<file path="src/include/edw_map.svh">
// Purpose: Constants for the extended DMA write command block
// Assumes: Task-file register addresses as on a parallel ATA port
// Notes: Byte offsets are task-file addresses, not bus bytes
`ifndef EDW_MAP_SVH
`define EDW_MAP_SVH
`define EDW_ADDR_DATA 3'h0
`define EDW_ADDR_ERROR 3'h1
`define EDW_ADDR_COUNT 3'h2
`define EDW_ADDR_SECTOR 3'h3
`define EDW_ADDR_CYL_LO 3'h4
`define EDW_ADDR_CYL_HI 3'h5
`define EDW_ADDR_DEVHEAD 3'h6
`define EDW_ADDR_CMD 3'h7
`define EDW_OP_WRITE_EXT 8'h35
`define EDW_OP_WRITE_FUA 8'h3d
`define EDW_DEV_LBA_BIT 6
`define EDW_DEV_DRV_BIT 4
`define EDW_CTL_HOB_BIT 7
`define EDW_ERR_CRC_BIT 7
`define EDW_ERR_ADDR_NOT_FOUND_BIT 4
`define EDW_ERR_ABORT_BIT 2
`define EDW_ST_BUSY_BIT 7
`define EDW_ST_READY_BIT 6
`define EDW_ST_SEEK_BIT 4
`define EDW_ST_DRQ_BIT 3
`define EDW_ST_ERR_BIT 0
`define EDW_WORDS_PER_SECTOR 9'h100
`define EDW_STATUS_IDLE 8'h50
`endif

</file>
<file path="src/include/edw_pkg.sv">
// Purpose: Types for the extended DMA write command block
// Assumes: Used with edw_map.svh
// Notes: Structs carry task-file and media signals
package edw_pkg;
    typedef enum logic [2:0] {
        ST_IDLE, ST_XFER, ST_COMMIT, ST_DONE
    } edw_state_e;
    typedef struct packed {
        logic [2:0] addr;
        logic [7:0] wdata;
        logic wr;
        logic rd;
    } edw_bus_s;
    typedef struct packed {
        logic [47:0] lba;
        logic [15:0] data;
        logic valid;
    } edw_media_s;
endpackage : edw_pkg

</file>
<file path="src/hw/edw_write_ext.sv">
// Purpose: Device side of the extended DMA write commands
// Assumes: Task-file strobes are synchronous one-cycle pulses
// Notes: Media reports one write result per sector
// Function
// - Opcode 35h passes words to media as taken; status after media done
// - FUA opcode reports status only after media done
// - Data moves as 16-bit words
// - Each word gated by device DMA request
// - Exactly one interrupt after transfer and status
// - Unrecoverable error stops write at failing sector
// - 16-bit count; zero means 65,536 sectors
// - 48-bit LBA from current and previous bytes
// - Failing LBA returned; HOB selects high bytes
`include "edw_map.svh"
`timescale 1ns/1ns
`default_nettype none
module edw_write_ext (
    input wire logic i_clk_sys,
    input wire logic i_reset,
    input wire logic i_ce,
    input wire edw_pkg::edw_bus_s i_bus,
    input wire logic i_hob,
    input wire logic i_drive_id,
    input wire logic [15:0] i_dma_data,
    input wire logic i_dma_ack,
    input wire logic i_dma_crc_err,
    input wire logic i_media_ready,
    input wire logic i_media_done,
    input wire logic i_media_fail,
    input wire logic i_write_cache_en,
    output logic [7:0] o_rdata,
    output logic o_dma_req,
    output logic o_intrq,
    output edw_pkg::edw_media_s o_media
);
    ////////////////////////////////////////////////////////////////
    edw_pkg::edw_state_e state;
    logic [7:0] cnt_cur;
    logic [7:0] cnt_prev;
    logic [7:0] sec_cur;
    logic [7:0] sec_prev;
    logic [7:0] cyl_lo_cur;
    logic [7:0] cyl_lo_prev;
    logic [7:0] cyl_hi_cur;
    logic [7:0] cyl_hi_prev;
    logic [7:0] dev_head;
    logic [7:0] command_error_flags;
    logic [7:0] device_condition_flags;
    logic [16:0] sectors_left;
    logic [16:0] sectors_pending;
    logic [8:0] word_cnt;
    logic [47:0] cur_lba;
    logic [47:0] commit_lba;
    logic fua;
    logic ack_seen;
    logic accept;
    logic fail;
    logic finish;
    logic [7:0] fail_err;

    function automatic logic [7:0] pick(input logic hob,
            input logic [7:0] lo, input logic [7:0] hi);
        pick = hob ? hi : lo;
    endfunction : pick

    function automatic logic wr_at(input edw_pkg::edw_bus_s b,
            input logic [2:0] a);
        wr_at = b.wr && (b.addr == a);
    endfunction : wr_at

    ////////////////////////////////////////////////////////////////
    // Command acceptance
    assign accept = i_ce && state == edw_pkg::ST_IDLE
        && wr_at(i_bus, `EDW_ADDR_CMD)
        && (i_bus.wdata == `EDW_OP_WRITE_EXT
        || i_bus.wdata == `EDW_OP_WRITE_FUA)
        && dev_head[`EDW_DEV_LBA_BIT]
        && dev_head[`EDW_DEV_DRV_BIT] == i_drive_id;

    // Task-file shadow registers
    always_ff @(posedge i_clk_sys) begin
        if (i_reset) begin
            cnt_cur <= 8'h00;
            cnt_prev <= 8'h00;
            sec_cur <= 8'h00;
            sec_prev <= 8'h00;
            cyl_lo_cur <= 8'h00;
            cyl_lo_prev <= 8'h00;
            cyl_hi_cur <= 8'h00;
            cyl_hi_prev <= 8'h00;
            dev_head <= 8'h00;
        end else if (i_ce) begin
            if (fail) begin
                sec_cur <= cur_lba[7:0];
                cyl_lo_cur <= cur_lba[15:8];
                cyl_hi_cur <= cur_lba[23:16];
                sec_prev <= cur_lba[31:24];
                cyl_lo_prev <= cur_lba[39:32];
                cyl_hi_prev <= cur_lba[47:40];
            end else if (state == edw_pkg::ST_IDLE && i_bus.wr) begin
                if (i_bus.addr == `EDW_ADDR_COUNT) begin
                    cnt_prev <= cnt_cur;
                    cnt_cur <= i_bus.wdata;
                end else if (i_bus.addr == `EDW_ADDR_SECTOR) begin
                    sec_prev <= sec_cur;
                    sec_cur <= i_bus.wdata;
                end else if (i_bus.addr == `EDW_ADDR_CYL_LO) begin
                    cyl_lo_prev <= cyl_lo_cur;
                    cyl_lo_cur <= i_bus.wdata;
                end else if (i_bus.addr == `EDW_ADDR_CYL_HI) begin
                    cyl_hi_prev <= cyl_hi_cur;
                    cyl_hi_cur <= i_bus.wdata;
                end else if (i_bus.addr == `EDW_ADDR_DEVHEAD) begin
                    dev_head <= i_bus.wdata;
                end
            end
        end
    end

    ////////////////////////////////////////////////////////////////
    // Sequencer
    assign fail = i_ce && (
        (state == edw_pkg::ST_XFER && i_dma_ack && i_dma_crc_err)
        || ((state == edw_pkg::ST_XFER || state == edw_pkg::ST_COMMIT)
        && i_media_done && i_media_fail));
    assign fail_err = (state == edw_pkg::ST_XFER && i_dma_ack
        && i_dma_crc_err) ? (8'h01 << `EDW_ERR_CRC_BIT)
        : (8'h01 << `EDW_ERR_ADDR_NOT_FOUND_BIT);
    assign ack_seen = i_ce && state == edw_pkg::ST_XFER && i_dma_ack
        && o_dma_req && !i_dma_crc_err;
    assign finish = i_ce && !fail && sectors_pending == 17'h00000
        && sectors_left == 17'h00000
        && (state == edw_pkg::ST_COMMIT
        || (state == edw_pkg::ST_XFER && !fua && i_write_cache_en));

    always_ff @(posedge i_clk_sys) begin
        if (i_reset) begin
            state <= edw_pkg::ST_IDLE;
            fua <= 1'b0;
            sectors_left <= 17'h00000;
            word_cnt <= 9'h000;
            cur_lba <= 48'h0;
        end else if (i_ce) begin
            case (state)
            edw_pkg::ST_IDLE: begin
                if (accept) begin
                    state <= edw_pkg::ST_XFER;
                    fua <= (i_bus.wdata == `EDW_OP_WRITE_FUA);
                    sectors_left <= ({cnt_prev, cnt_cur} == 16'h0000)
                        ? 17'h10000 : {1'b0, cnt_prev, cnt_cur};
                    cur_lba <= {cyl_hi_prev, cyl_lo_prev, sec_prev,
                        cyl_hi_cur, cyl_lo_cur, sec_cur};
                    word_cnt <= 9'h000;
                end
            end
            edw_pkg::ST_XFER: begin
                if (fail) begin
                    state <= edw_pkg::ST_DONE;
                end else if (finish) begin
                    state <= edw_pkg::ST_DONE;
                end else if (sectors_left == 17'h00000) begin
                    state <= edw_pkg::ST_COMMIT;
                end else if (ack_seen) begin
                    if (word_cnt == `EDW_WORDS_PER_SECTOR - 9'h001) begin
                        word_cnt <= 9'h000;
                        sectors_left <= sectors_left - 17'h00001;
                    end else begin
                        word_cnt <= word_cnt + 9'h001;
                    end
                end
                if (!fail && i_media_done) begin
                    cur_lba <= cur_lba + 48'h1;
                end
            end
            edw_pkg::ST_COMMIT: begin
                if (fail || finish) begin
                    state <= edw_pkg::ST_DONE;
                end
                if (!fail && i_media_done) begin
                    cur_lba <= cur_lba + 48'h1;
                end
            end
            edw_pkg::ST_DONE: begin
                state <= edw_pkg::ST_IDLE;
            end
            default: state <= edw_pkg::ST_IDLE;
            endcase
        end
    end

    // Sectors sent to media and not yet acknowledged
    always_ff @(posedge i_clk_sys) begin
        if (i_reset) begin
            sectors_pending <= 17'h00000;
        end else if (i_ce) begin
            if (accept || fail) begin
                sectors_pending <= 17'h00000;
            end else if (ack_seen && word_cnt ==
                    `EDW_WORDS_PER_SECTOR - 9'h001 && !i_media_done) begin
                sectors_pending <= sectors_pending + 17'h00001;
            end else if (!(ack_seen && word_cnt ==
                    `EDW_WORDS_PER_SECTOR - 9'h001) && i_media_done
                    && sectors_pending != 17'h00000) begin
                sectors_pending <= sectors_pending - 17'h00001;
            end
        end
    end

    ////////////////////////////////////////////////////////////////
    // DMA request and media words
    assign o_dma_req = state == edw_pkg::ST_XFER
        && sectors_left != 17'h00000 && i_media_ready;

    always_ff @(posedge i_clk_sys) begin
        if (i_reset) begin
            o_media <= '0;
        end else if (i_ce) begin
            o_media.valid <= ack_seen;
            o_media.data <= i_dma_data;
            o_media.lba <= commit_lba;
        end
    end

    // Media LBA of the sector being filled
    always_ff @(posedge i_clk_sys) begin
        if (i_reset) begin
            commit_lba <= 48'h0;
        end else if (i_ce) begin
            if (accept) begin
                commit_lba <= {cyl_hi_prev, cyl_lo_prev, sec_prev,
                    cyl_hi_cur, cyl_lo_cur, sec_cur};
            end else if (ack_seen
                    && word_cnt == `EDW_WORDS_PER_SECTOR - 9'h001) begin
                commit_lba <= commit_lba + 48'h1;
            end
        end
    end

    ////////////////////////////////////////////////////////////////
    // Status, error and interrupt
    always_ff @(posedge i_clk_sys) begin
        if (i_reset) begin
            command_error_flags <= 8'h00;
            device_condition_flags <= `EDW_STATUS_IDLE;
            o_intrq <= 1'b0;
        end else if (i_ce) begin
            if (state == edw_pkg::ST_IDLE && i_bus.wr
                    && i_bus.addr == `EDW_ADDR_CMD) begin
                if (accept) begin
                    command_error_flags <= 8'h00;
                    device_condition_flags <= 8'h01 << `EDW_ST_BUSY_BIT;
                    o_intrq <= 1'b0;
                end else begin
                    command_error_flags <= 8'h01 << `EDW_ERR_ABORT_BIT;
                    device_condition_flags <= `EDW_STATUS_IDLE
                        | (8'h01 << `EDW_ST_ERR_BIT);
                    o_intrq <= 1'b1;
                end
            end else if (fail) begin
                command_error_flags <= fail_err;
                device_condition_flags <= `EDW_STATUS_IDLE
                    | (8'h01 << `EDW_ST_ERR_BIT);
                o_intrq <= 1'b1;
            end else if (finish) begin
                device_condition_flags <= `EDW_STATUS_IDLE;
                o_intrq <= 1'b1;
            end else if (i_bus.rd && i_bus.addr == `EDW_ADDR_CMD) begin
                o_intrq <= 1'b0;
            end
        end
    end

    // Register read mux
    always_ff @(posedge i_clk_sys) begin
        if (i_reset) begin
            o_rdata <= 8'h00;
        end else if (i_ce) begin
            if (i_bus.addr == `EDW_ADDR_ERROR) begin
                o_rdata <= command_error_flags;
            end else if (i_bus.addr == `EDW_ADDR_COUNT) begin
                o_rdata <= pick(i_hob, cnt_cur, cnt_prev);
            end else if (i_bus.addr == `EDW_ADDR_SECTOR) begin
                o_rdata <= pick(i_hob, sec_cur, sec_prev);
            end else if (i_bus.addr == `EDW_ADDR_CYL_LO) begin
                o_rdata <= pick(i_hob, cyl_lo_cur, cyl_lo_prev);
            end else if (i_bus.addr == `EDW_ADDR_CYL_HI) begin
                o_rdata <= pick(i_hob, cyl_hi_cur, cyl_hi_prev);
            end else if (i_bus.addr == `EDW_ADDR_DEVHEAD) begin
                o_rdata <= dev_head;
            end else if (i_bus.addr == `EDW_ADDR_CMD) begin
                o_rdata <= device_condition_flags;
            end else begin
                o_rdata <= 8'h00;
            end
        end
    end
endmodule : edw_write_ext
`default_nettype wire

</file>
<file path="config.mk">
export PLATFORM = sky130hd
export DESIGN_NAME = edw_write_ext
export DESIGN_NICKNAME = d
export VERILOG_FILES = /design/src/include/edw_pkg.sv /design/src/hw/edw_write_ext.sv
export VERILOG_INCLUDE_DIRS = /design/src /design/src/include
export SDC_FILE = /design/constraint.sdc
export NUM_CORES = 1
export LEC_CHECK = 0
export BUFFER_PORTS_ARGS = -buffer_cell sky130_fd_sc_hd__buf_2
export CORE_MARGIN = 4
export CORE_UTILIZATION = 55
export CTS_CLUSTER_SIZE = 14
export DETAILED_ROUTE_END_ITERATION = 16
export GPL_ROUTABILITY_DRIVEN = 0
export PLACE_DENSITY = 0.75
export SLEW_MARGIN = 40
export SYNTH_ARGS = -nofsm -noshare
export SYNTH_HDL_FRONTEND = slang
export SYNTH_SLANG_ARGS = --single-unit
export TNS_END_PERCENT = 50
</file>
<file path="constraint.sdc">
create_clock -name i_clk_sys -period 5.8 [get_ports i_clk_sys]
set_clock_uncertainty 0.15 [all_clocks]
set_input_delay 1.16 -clock i_clk_sys [delete_from_list [all_inputs] [get_ports i_clk_sys]]
set_output_delay 1.16 -clock i_clk_sys [all_outputs]
set_load 0.1 [all_outputs]
</file>
==> results.py, run 1 <==
metrics = {
    "synthesis": {
        "synth.distinct_cells": 76,
        "ys_top_cells_by_area": "dfxtp_1 38%, mux2i_1 11%, nor2_1 6.8%",
        "synth_edf_count": 0,
        "syn-cell-area_sq_mm": 0.0153,
        "syn_avg_cell_area_sq_um": 8.38,
        "yosys.area.top_type": "dfxtp_1",
        "ys_ff_latch": 294,
        "ys_seq_area_frac": 0.384,
        "synth-warning-count": 0,
        "synth_top_flop_cell": "dfxtp_1",
        "synth_fp_nets": 1895,
        "syn_inst": 1829,
        "async_flop_share": 0,
        "yosysTopAreaCellShare": 0.384,
    },
    "critical_path": {
        "crit_path_top_delay_cell": "or4_1",
        "worst_setup_path_end_kind": "flip-flop",
        "worstPathMaxFanout": 17,
        "crit_required_ns": 6.09,
        "path_class": "reg -> reg",
        "slowest_delay_ns": 0.66,
        "worstSetupStartpointType": "flip-flop",
        "path_cells": "or4_1 > or4_4 > o211ai_2 > buf_4 > or2_2 > ha_1 > a211oi_1 > nor3b_1 > o31a_1 > o31ai_1 > mux2i_1 > a211o_1 > o211ai_1",
        "arrival_ns": 5.01,
    },
    "timing": {
        "fin_crit_ns": 4.72,
        "hold_viol": 0,
        "finalSetupTns_ns": 0,
        "setup_ws_ns": 1.08,
        "rsz0062_at_grt": "no",
        "worst_pin_slew_ns": 0.873,
        "setup_violations": 0,
        "fmax_mhz": 212,
        "min_period_over_period": 0.814,
        "slew_violations": 0,
        "slew_headroom": 0.418,
    },
    "clock_tree": {
        "clk_latency_ns": 0.57,
        "clkTransAtPathRegs_ns": 0.06,
        "cts_tree": "built",
        "cts_hold_buf": 0,
        "ctsResizeCount": 0,
        "cts_sinks": 294,
        "clk_path_buf_depth": 3,
        "post-cts-setup-buffer-count": 0,
        "numCtsBuffers": 31,
        "cts.htree.levels": 1,
        "cts-root-buf": "clkbuf_16",
    },
    "floorplanning": {
        "start_util": 0.564,
        "die_w_um": 175,
        "io_pins": 115,
        "rows": 60,
        "die_h_um": 175,
        "die-area_sq_mm": 0.0306,
        "coreArea_sq_mm": 0.0272,
    },
    "route": {
        "drc": 0,
        "num_vias": 14300,
        "wl_mm": 44.5,
        "postRouteAntennaNets": 0,
        "wl_per_cell_um": 19.6,
        "via_per_inst": 6.30,
        "first_iter_violations": 1337,
        "drt_first_pass_iters": 7,
    },
    "cells_and_area": {
        "drive_above_1_share": 0.125,
        "area.growth.synth_to_final_pct": 12.1,
        "nets": 1934,
        "n_fill_cell": 2386,
        "antennaDiodeCount": 0,
        "instances_no_fill": 2264,
        "utilization": 0.632,
    },
    "power_and_ir_drop": {
        "combPwrFrac": 0.191,
        "p_int_w": 0.00382,
        "pwr-share-clk": 0.408,
        "power_frac_seq": 0.401,
        "switchingPower_w": 0.00147,
        "netSwitchingFraction": 0.278,
        "finalPower_w": 0.00530,
        "leakage_nw": 6.67,
        "vdd_drop_max_mv": 0.240,
        "powerDensity_mw_per_mm2": 308,
    },
    "global_routing": {
        "grt_pass1_wl_mm": 71.1,
        "gr-usage-met2": 0.451,
        "track_usage": 0.279,
        "grt_most_used_layer": "met2",
        "use_met1": 0.371,
        "grt_antenna_before_repair": 0,
        "grt_max_degree": 115,
        "grt-ovfl-total": 0,
        "grt_pass1_vias": 13100,
        "use_met3": 0.0450,
    },
    "placed_design": {
        "dp.cells": 2207,
        "io_buffer_count": 114,
        "place_ws_ns": 0.800,
        "hpwlAfterDp_mm": 29.9,
    },
    "run_status": {
        "outcome": "finished clean",
    },
    "hold_path": {
        "min_path_type": "reg -> reg",
    },
    "flow_run": {
        "cap_violations": 0,
    },
}
-- metrics by stage --
| stage | cell area, sq um | hold WS, ns |
|---|---|---|
| after floorplan | 15300 | 0.274 |
| after global placement | 16000 | 0.278 |
| after global routing | 17200 | 0.298 |
| final | 17200 | 0.298 |
| after CTS | 17200 | 0.293 |
| after detailed placement | 16000 | 0.285 |
-- power by group through the flow --
stage	Sequential (W)	Combinational, W	Clock, W
final	0.00212	0.00101	0.00216
after global routing	0.00213	0.00111	0.00228
after CTS	0.00212	0.00100	0.00219
after detailed placement	0.00217	0.000994	0
after global placement	0.00217	0.000976	0
after floorplan	0.00222	0.000754	0
-- registers in the layout, summed over array words and instances, names as in the netlist --
| name | flops |
|---|---|
| cnt_cur | 8 |
| cnt_prev | 8 |
| command_error_flags | 3 |
| commit_lba | 48 |
| cur_lba | 48 |
| cyl_hi_cur | 8 |
| cyl_hi_prev | 8 |
| cyl_lo_cur | 8 |
| cyl_lo_prev | 8 |
| dev_head | 8 |
| device_condition_flags | 3 |
| fua | 1 |
| o_intrq | 1 |
| o_media | 65 |
| o_rdata | 8 |
| sec_cur | 8 |
| sec_prev | 8 |
| sectors_left | 17 |
| sectors_pending | 17 |
| state | 2 |
| word_cnt | 9 |
-- layer usage --
layer	vias up	part of all wire	routed length (um)
li1	6740	-	-
met1	6800	0.41	18400
met2	599	0.46	20400
met3	131	0.076	3370
met4	0	0.053	2360
met5	-	0	0
-- cell usage in the layout, fill, tap and decap left out, types with 6 or more instances in the layout --
master | Yosys | final
nand4_1 | 36 | 36
bufinv_16 | 0 | 6
or2_2 | 14 | 14
buf_4 | 1 | 17
ha_1 | 25 | 24
o22ai_1 | 24 | 24
o211ai_1 | 13 | 13
nand3_1 | 61 | 61
inv_1 | 28 | 28
nor4_1 | 24 | 23
nor2b_1 | 20 | 20
xnor2_1 | 33 | 33
and2_1 | 13 | 13
clkbuf_8 | 0 | 8
or3_1 | 9 | 9
buf_2 | 6 | 112
nor3_1 | 44 | 42
clkbuf_16 | 0 | 31
a22oi_1 | 13 | 13
xor2_1 | 30 | 30
a211oi_1 | 122 | 122
and4_1 | 19 | 19
mux2i_1 | 162 | 162
clkinv_2 | 0 | 8
a21oi_1 | 91 | 91
dfxtp_1 | 294 | 294
o21ai_0 | 77 | 77
a21o_1 | 9 | 8
nand2_1 | 124 | 123
a31oi_1 | 11 | 11
nand2b_1 | 9 | 9
and3_1 | 19 | 19
nor2_1 | 277 | 276
mux4_2 | 7 | 7
o31ai_1 | 7 | 7
-- cell families after synthesis --
family	after synthesis	share of synthesized area
AOI/OAI and AO/OA	419	0.181
and+or+nand+nor	700	0.219
xor gates and xnor gates	63	0.0360
adders and majority gates	26	0.0217
DFF	294	0.384
buffers and inverters	156	0.0405
muxes	171	0.118
-- layout make-up --
| class | instances | area [sq um] | area share |
|---|---|---|---|
| Multi-Input combinational cell | 1379 | 8860 | 0.516 |
| Sequential cell | 294 | 5890 | 0.343 |
| Clock buffer | 41 | 883 | 0.0514 |
| Timing Repair Buffer | 133 | 736 | 0.0428 |
| Tap cell | 372 | 465 | 0.0271 |
| Clock inverter | 16 | 236 | 0.0138 |
| Inverter | 29 | 111 | 0.00648 |
-- synth_stat cells, types with 5 or more instances --
cell type	number
nand2_1	124
nor2_1	277
and3_1	19
nor4_1	24
or4_1	5
nor2b_1	20
mux2i_1	162
o21ai_0	77
o31ai_1	7
a31oi_1	11
nand4_1	36
a21o_1	9
dfxtp_1	294
xnor2_1	33
nand2b_1	9
a22oi_1	13
a211oi_1	122
and2_1	13
o211ai_1	13
buf_2	6
buf_1	14
inv_1	28
nand3_1	61
o22ai_1	24
nor3_1	44
clkbuf_1	102
mux4_2	7
or2_2	14
xor2_1	30
a21oi_1	91
ha_1	25
and4_1	19
nor3b_1	6
or3_1	9
-- critical path: cells and delay by family, from the launching register on --
| kind | cells | cell delay (ns) |
|---|---|---|
| buffers and inverters | 1 | 0.24 |
| and+or+nand+nor | 4 | 1.72 |
| AOI/OAI and AO/OA | 6 | 1.45 |
| muxes | 1 | 0.30 |
| adders and majority gates | 1 | 0.37 |
| DFF | 1 | 0.35 |
-- final timing paths --
check	start	endpoint	slack [ns]	cells after the start
max reg2reg	sectors_left[8]$_SDFFE_PP0P_	sectors_pending[16]$_SDFFE_PP0P_	1.08	13
min	word_cnt[8]$_SDFFE_PP0P_	word_cnt[8]$_SDFFE_PP0P_	0.30	1
max	sectors_left[8]$_SDFFE_PP0P_	sectors_pending[16]$_SDFFE_PP0P_	1.08	13
min reg2reg	word_cnt[8]$_SDFFE_PP0P_	word_cnt[8]$_SDFFE_PP0P_	0.30	1
(Power assumes the default switching activity.)
==> run 2, diff against run 1 <==
==> constraint.sdc (replaced) <==
create_clock -name i_clk_sys -period 4.9 [get_ports i_clk_sys]
set_clock_uncertainty 0.15 [all_clocks]
set_input_delay 0.98 -clock i_clk_sys [delete_from_list [all_inputs] [get_ports i_clk_sys]]
set_output_delay 0.98 -clock i_clk_sys [all_outputs]
set_load 0.1 [all_outputs]
==> run 2 against run 1 <==
Net effect: final cell count did not move; utilization barely moved; die area did not move; design area barely moved; flip-flop and latch count did not move; sequential power rose by 19%; register-to-register slack got worse by 0.66 ns; via count barely moved; critical path type unchanged.
==> results.py, run 2 (synthesized netlist as in run 1, its figures left out) <==
metrics = {
    "run_status": {
        "outcome": "finished clean",
    },
    "placed_design": {
        "io_buffer_count": 114,
        "place_area_sq_mm": 0.0161,
        "dp.cells": 2209,
        "place_ws_ns": 0.360,
        "hpwlAfterDp_mm": 29.9,
    },
    "critical_path": {
        "worstSetupStartpointType": "flip-flop",
        "critical_path_buf_inv_count": 0,
        "r2r_cells": 12,
        "crit_path_top_delay_cell": "or4_1",
        "timing.rr.start": "sectors_left[8]$_SDFFE_PP0P_",
        "worstPathMaxFanout": 17,
        "worst_setup_path_end_kind": "flip-flop",
        "crit_required_ns": 5.22,
        "regToRegSetupSlack_ns": 0.41,
        "slowest_delay_ns": 0.64,
        "path_cells": "or4_1 > or4_4 > o211ai_2 > or2_2 > ha_1 > a21o_1 > a211oi_1 > o21ai_0 > a311oi_1 > o211ai_1 > and3_1 > o31ai_1",
        "reg2reg_to": "sectors_pending[15]$_SDFFE_PP0P_",
        "crit_family": "compound AO/OA/AOI/OAI gates",
        "path_class": "reg -> reg",
        "arrival_ns": 4.81,
    },
    "floorplanning": {
        "die_w_um": 175,
        "coreArea_sq_mm": 0.0272,
        "die-area_sq_mm": 0.0306,
        "io_pins": 115,
        "start_util": 0.564,
        "die_h_um": 175,
        "rows": 60,
    },
    "route": {
        "drt_first_pass_iters": 8,
        "drc": 0,
        "wl_per_cell_um": 19.6,
        "first_iter_violations": 1607,
        "via_per_inst": 6.31,
        "wl_mm": 44.3,
        "num_vias": 14300,
        "postRouteAntennaNets": 0,
    },
    "hold_path": {
        "min_to": "word_cnt[8]$_SDFFE_PP0P_",
        "min_path_type": "reg -> reg",
        "holdPathStages": 1,
        "min_from": "word_cnt[8]$_SDFFE_PP0P_",
    },
    "timing": {
        "setup_ws_ns": 0.412,
        "rsz0062_at_grt": "no",
        "slew_headroom": 0.415,
        "worst_pin_slew_ns": 0.856,
        "hold_viol": 0,
        "setup_violations": 0,
        "fmax_mhz": 223,
        "fin_crit_ns": 4.49,
        "slew_violations": 0,
        "finalSetupTns_ns": 0,
        "min_period_over_period": 0.916,
    },
    "flow_run": {
        "cap_violations": 0,
    },
    "cells_and_area": {
        "area.growth.synth_to_final_pct": 12.1,
        "finalInstanceArea_sq_mm": 0.0172,
        "nets": 1936,
        "antennaDiodeCount": 0,
        "n_fill_cell": 2331,
        "final_common_cell": "dfxtp_1",
        "top_register": "o_media",
        "drive_above_1_share": 0.124,
        "largestRegisters": "o_media (65), commit_lba (48), cur_lba (48)",
        "instances_no_fill": 2264,
        "largest_reg_flops": 65,
        "final_cell_mix": "294 x dfxtp_1, 277 x nor2_1, 162 x mux2i_1",
    },
    "power_and_ir_drop": {
        "pwr-share-clk": 0.402,
        "vdd_drop_max_mv": 0.253,
        "powerDensity_mw_per_mm2": 362,
        "netSwitchingFraction": 0.280,
        "power_frac_seq": 0.406,
        "combPwrFrac": 0.192,
        "leakage_nw": 6.66,
        "p_int_w": 0.00447,
        "switchingPower_w": 0.00174,
    },
    "global_routing": {
        "grt_pass1_vias": 13100,
        "grt_pass1_wl_mm": 71.1,
        "grt_antenna_before_repair": 0,
        "grt-ovfl-total": 0,
        "grt_max_degree": 132,
        "track_usage": 0.279,
    },
    "clock_tree": {
        "cts_tree": "built",
        "cts-root-buf": "clkbuf_16",
        "numCtsBuffers": 31,
        "cts.htree.levels": 1,
        "clk_latency_ns": 0.57,
        "post-cts-setup-buffer-count": 0,
        "ctsResizeCount": 0,
        "cts_sinks": 294,
        "cts_hold_buf": 0,
        "clkTransAtPathRegs_ns": 0.06,
        "clk_path_buf_depth": 3,
    },
}
-- run 2: how the worst max path moves through the flow --
stage                                            start                          endpoint  slack, ns  cells after the start
final                     sectors_left[8]$_SDFFE_PP0P_  sectors_pending[15]$_SDFFE_PP0P_       0.41                     12
after global routing      sectors_left[8]$_SDFFE_PP0P_  sectors_pending[15]$_SDFFE_PP0P_       0.24                     12
after CTS                 sectors_left[8]$_SDFFE_PP0P_  sectors_pending[15]$_SDFFE_PP0P_       0.45                     12
after detailed placement                          i_ce  sectors_pending[15]$_SDFFE_PP0P_       0.36                     13
after global placement                            i_ce  sectors_pending[16]$_SDFFE_PP0P_       0.48                     13
after floorplan                                   i_ce  sectors_pending[16]$_SDFFE_PP0P_       0.46                     14
-- run 2: per-stage QoR --
step,hold WS [ns],utilization,total power [W]
floorplan,0.274,-,0.00352
global placement,0.277,0.591,0.00372
detailed placement,0.285,0.592,0.00374
CTS,0.294,0.631,0.00622
global route,0.319,0.632,0.00645
finish,0.295,0.632,0.00621
-- run 2: power by group through the flow --
stage | combinational [W] | sequential [W] | clock [W]
floorplan | 0.000893 | 0.00263 | 0
global placement | 0.00115 | 0.00257 | 0
detailed placement | 0.00117 | 0.00257 | 0
CTS | 0.00118 | 0.00252 | 0.00252
global route | 0.00130 | 0.00253 | 0.00263
finish | 0.00119 | 0.00252 | 0.00250
-- run 2: layout make-up --
type | instances | area [sq um] | area share
Tap cell | 372 | 465 | 0.0271
Inverter | 29 | 111 | 0.00648
Clock inverter | 9 | 151 | 0.00881
Timing Repair Buffer | 135 | 776 | 0.0452
Multi-Input combinational cell | 1379 | 8850 | 0.515
Clock buffer | 46 | 932 | 0.0543
Sequential cell | 294 | 5890 | 0.343
-- run 2: metal layers --
layer,up-vias,GRT usage,share of wire
met5,-,0,0
met4,0,0.113,0.046
met3,130,0.0498,0.082
met2,649,0.456,0.46
met1,6765,0.366,0.41
li1,6735,-,-
==> run 3, diff against run 2 <==
--- a/config.mk
+++ b/config.mk
@@ -7,6 +7,7 @@
 export NUM_CORES = 1
 export LEC_CHECK = 0
 export BUFFER_PORTS_ARGS = -buffer_cell sky130_fd_sc_hd__buf_2
+export CAP_MARGIN = 10
 export CORE_MARGIN = 4
 export CORE_UTILIZATION = 55
 export CTS_CLUSTER_SIZE = 14
==> constraint.sdc (replaced) <==
create_clock -name i_clk_sys -period 4.9 [get_ports i_clk_sys]
set_clock_uncertainty 0.15 [all_clocks]
set_input_delay 0.735 -clock i_clk_sys [delete_from_list [all_inputs] [get_ports i_clk_sys]]
set_output_delay 0.735 -clock i_clk_sys [all_outputs]
set_load 0.1 [all_outputs]
==> run 3 against run 2 <==
Net effect: combinational power about the same; clock-buffer cell count down 4; via count down 1.0%; total power up 3.1%.
==> results.py, run 3 (synthesized netlist as in run 1, its figures left out) <==
metrics = {
    "critical_path": {
        "reg2reg_to": "sectors_pending[15]$_SDFFE_PP0P_",
        "timing.rr.start": "sectors_left[8]$_SDFFE_PP0P_",
        "crit_required_ns": 5.17,
        "path_class": "reg -> reg",
        "critical_path_buf_inv_count": 0,
        "worstSetupStartpointType": "flip-flop",
        "crit_path_top_delay_cell": "or4_1",
        "arrival_ns": 4.85,
        "worst_setup_path_end_kind": "flip-flop",
        "r2r_cells": 12,
        "worstPathMaxFanout": 17,
        "regToRegSetupSlack_ns": 0.32,
        "crit_family": "compound AO/OA/AOI/OAI gates",
        "path_depth": 12,
        "path_cells": "or4_1 > or4_4 > o211ai_2 > or2_2 > ha_1 > a21o_1 > a211oi_1 > o21ai_0 > a311oi_1 > o211ai_1 > and3_1 > o31ai_1",
        "slowest_delay_ns": 0.65,
    },
    "floorplanning": {
        "die_w_um": 175,
        "rows": 60,
        "coreArea_sq_mm": 0.0272,
        "start_util": 0.564,
        "die_h_um": 175,
        "die-area_sq_mm": 0.0306,
        "io_pins": 115,
    },
    "hold_path": {
        "min_from": "word_cnt[8]$_SDFFE_PP0P_",
        "holdPathStages": 1,
        "min_to": "word_cnt[8]$_SDFFE_PP0P_",
        "min_path_type": "reg -> reg",
    },
    "cells_and_area": {
        "nets": 1940,
        "final_cell_mix": "294 x dfxtp_1, 277 x nor2_1, 162 x mux2i_1",
        "top_register": "o_media",
        "antennaDiodeCount": 0,
        "final_common_cell": "dfxtp_1",
        "seq_area_sq_mm": 0.00589,
        "multi_input_area_sq_mm": 0.00887,
        "drive_above_1_share": 0.128,
        "instances_no_fill": 2268,
        "n_fill_cell": 2343,
        "area.growth.synth_to_final_pct": 12.8,
        "largestRegisters": "o_media (65), commit_lba (48), cur_lba (48)",
        "largest_reg_flops": 65,
    },
    "timing": {
        "setup_violations": 0,
        "min_period_over_period": 0.935,
        "fin_crit_ns": 4.58,
        "slew_violations": 0,
        "hold_viol": 0,
        "rsz0062_at_grt": "no",
        "finalSetupTns_ns": 0,
        "slew_headroom": 0.440,
        "worst_pin_slew_ns": 0.840,
        "fmax_mhz": 218,
    },
    "clock_tree": {
        "clkTransAtPathRegs_ns": 0.06,
        "clk_path_buf_depth": 3,
        "post-cts-setup-buffer-count": 0,
        "cts.htree.levels": 2,
        "cts_hold_buf": 0,
        "cts_sinks": 294,
        "ctsResizeCount": 0,
        "clk_latency_ns": 0.53,
        "cts_tree": "built",
        "numCtsBuffers": 34,
        "cts-root-buf": "clkbuf_16",
    },
    "global_routing": {
        "grt_max_degree": 134,
        "grt_pass1_wl_mm": 71.9,
        "grt_pass1_vias": 13200,
        "track_usage": 0.283,
        "grt-ovfl-total": 0,
        "grt_antenna_before_repair": 0,
    },
    "flow_run": {
        "cap_violations": 0,
    },
    "run_status": {
        "outcome": "finished clean",
    },
    "route": {
        "num_vias": 14100,
        "postRouteAntennaNets": 0,
        "drc": 0,
        "wl_mm": 44.5,
        "wl_per_cell_um": 19.6,
        "via_per_inst": 6.23,
        "drt_first_pass_iters": 6,
        "first_iter_violations": 1588,
    },
    "power_and_ir_drop": {
        "finalPower_w": 0.00640,
        "powerDensity_mw_per_mm2": 371,
        "leakage_nw": 6.71,
        "vdd_drop_max_mv": 0.226,
    },
    "placed_design": {
        "hpwlAfterDp_mm": 29.9,
        "dp.cells": 2210,
        "io_buffer_count": 114,
    },
}
-- run 3: changes by cell type in the layout (fill, tap and decap cells not counted) --
cell,before,now
clkbuf_8,11,7
clkbuf_1,5,2
clkbuf_16,31,34
clkinv_2,3,6
buf_4,17,19
inv_6,1,3
buf_6,3,2
bufinv_16,4,5
clkinv_8,0,1
nor3b_2,1,0
nor3b_4,0,1
nor4_1,23,22
nor4_2,2,3
-- run 3: metal layers --
layer  track usage  routed length (um)
met3        0.0489                3490
met1         0.374               18500
met2         0.459               20500
met4         0.118                1980
met5             0                   0
-- run 3: cell type report --
type	instances	share of cell area
Sequential cell	294	0.341
Inverter	29	0.00644
Clock inverter	16	0.0133
Multi-Input combinational cell	1379	0.513
Timing Repair Buffer	136	0.0451
Tap cell	372	0.0269
Clock buffer	42	0.0545
-- run 3: worst max path at each step --
stage                                       startpoint                                to  slack (ns)
after floorplan           sectors_left[8]$_SDFFE_PP0P_  sectors_pending[16]$_SDFFE_PP0P_        0.67
after global placement    sectors_left[8]$_SDFFE_PP0P_  sectors_pending[15]$_SDFFE_PP0P_        0.56
after detailed placement  sectors_left[8]$_SDFFE_PP0P_  sectors_pending[15]$_SDFFE_PP0P_        0.44
after CTS                 sectors_left[8]$_SDFFE_PP0P_  sectors_pending[15]$_SDFFE_PP0P_        0.42
after global routing      sectors_left[8]$_SDFFE_PP0P_  sectors_pending[15]$_SDFFE_PP0P_        0.12
final                     sectors_left[8]$_SDFFE_PP0P_  sectors_pending[15]$_SDFFE_PP0P_        0.32
-- run 3: power by group --
group          internal [W]  leakage, nW  switching (W)
Sequential          0.00245         2.37      0.0000631
Clock               0.00163        0.579        0.00103
Combinational      0.000501         3.76       0.000719
Total               0.00459         6.71        0.00182
-- run 3: per-stage QoR --
stage                     setup WS, ns  instance area [sq um]  hold WS (ns)   util
after floorplan                  0.665                  15300         0.274      -
after global placement           0.558                  16000         0.278  0.591
after global routing             0.122                  17300         0.304  0.636
after detailed placement         0.442                  16100         0.291  0.592
final                            0.321                  17300         0.297  0.636
after CTS                        0.423                  17300         0.293  0.635
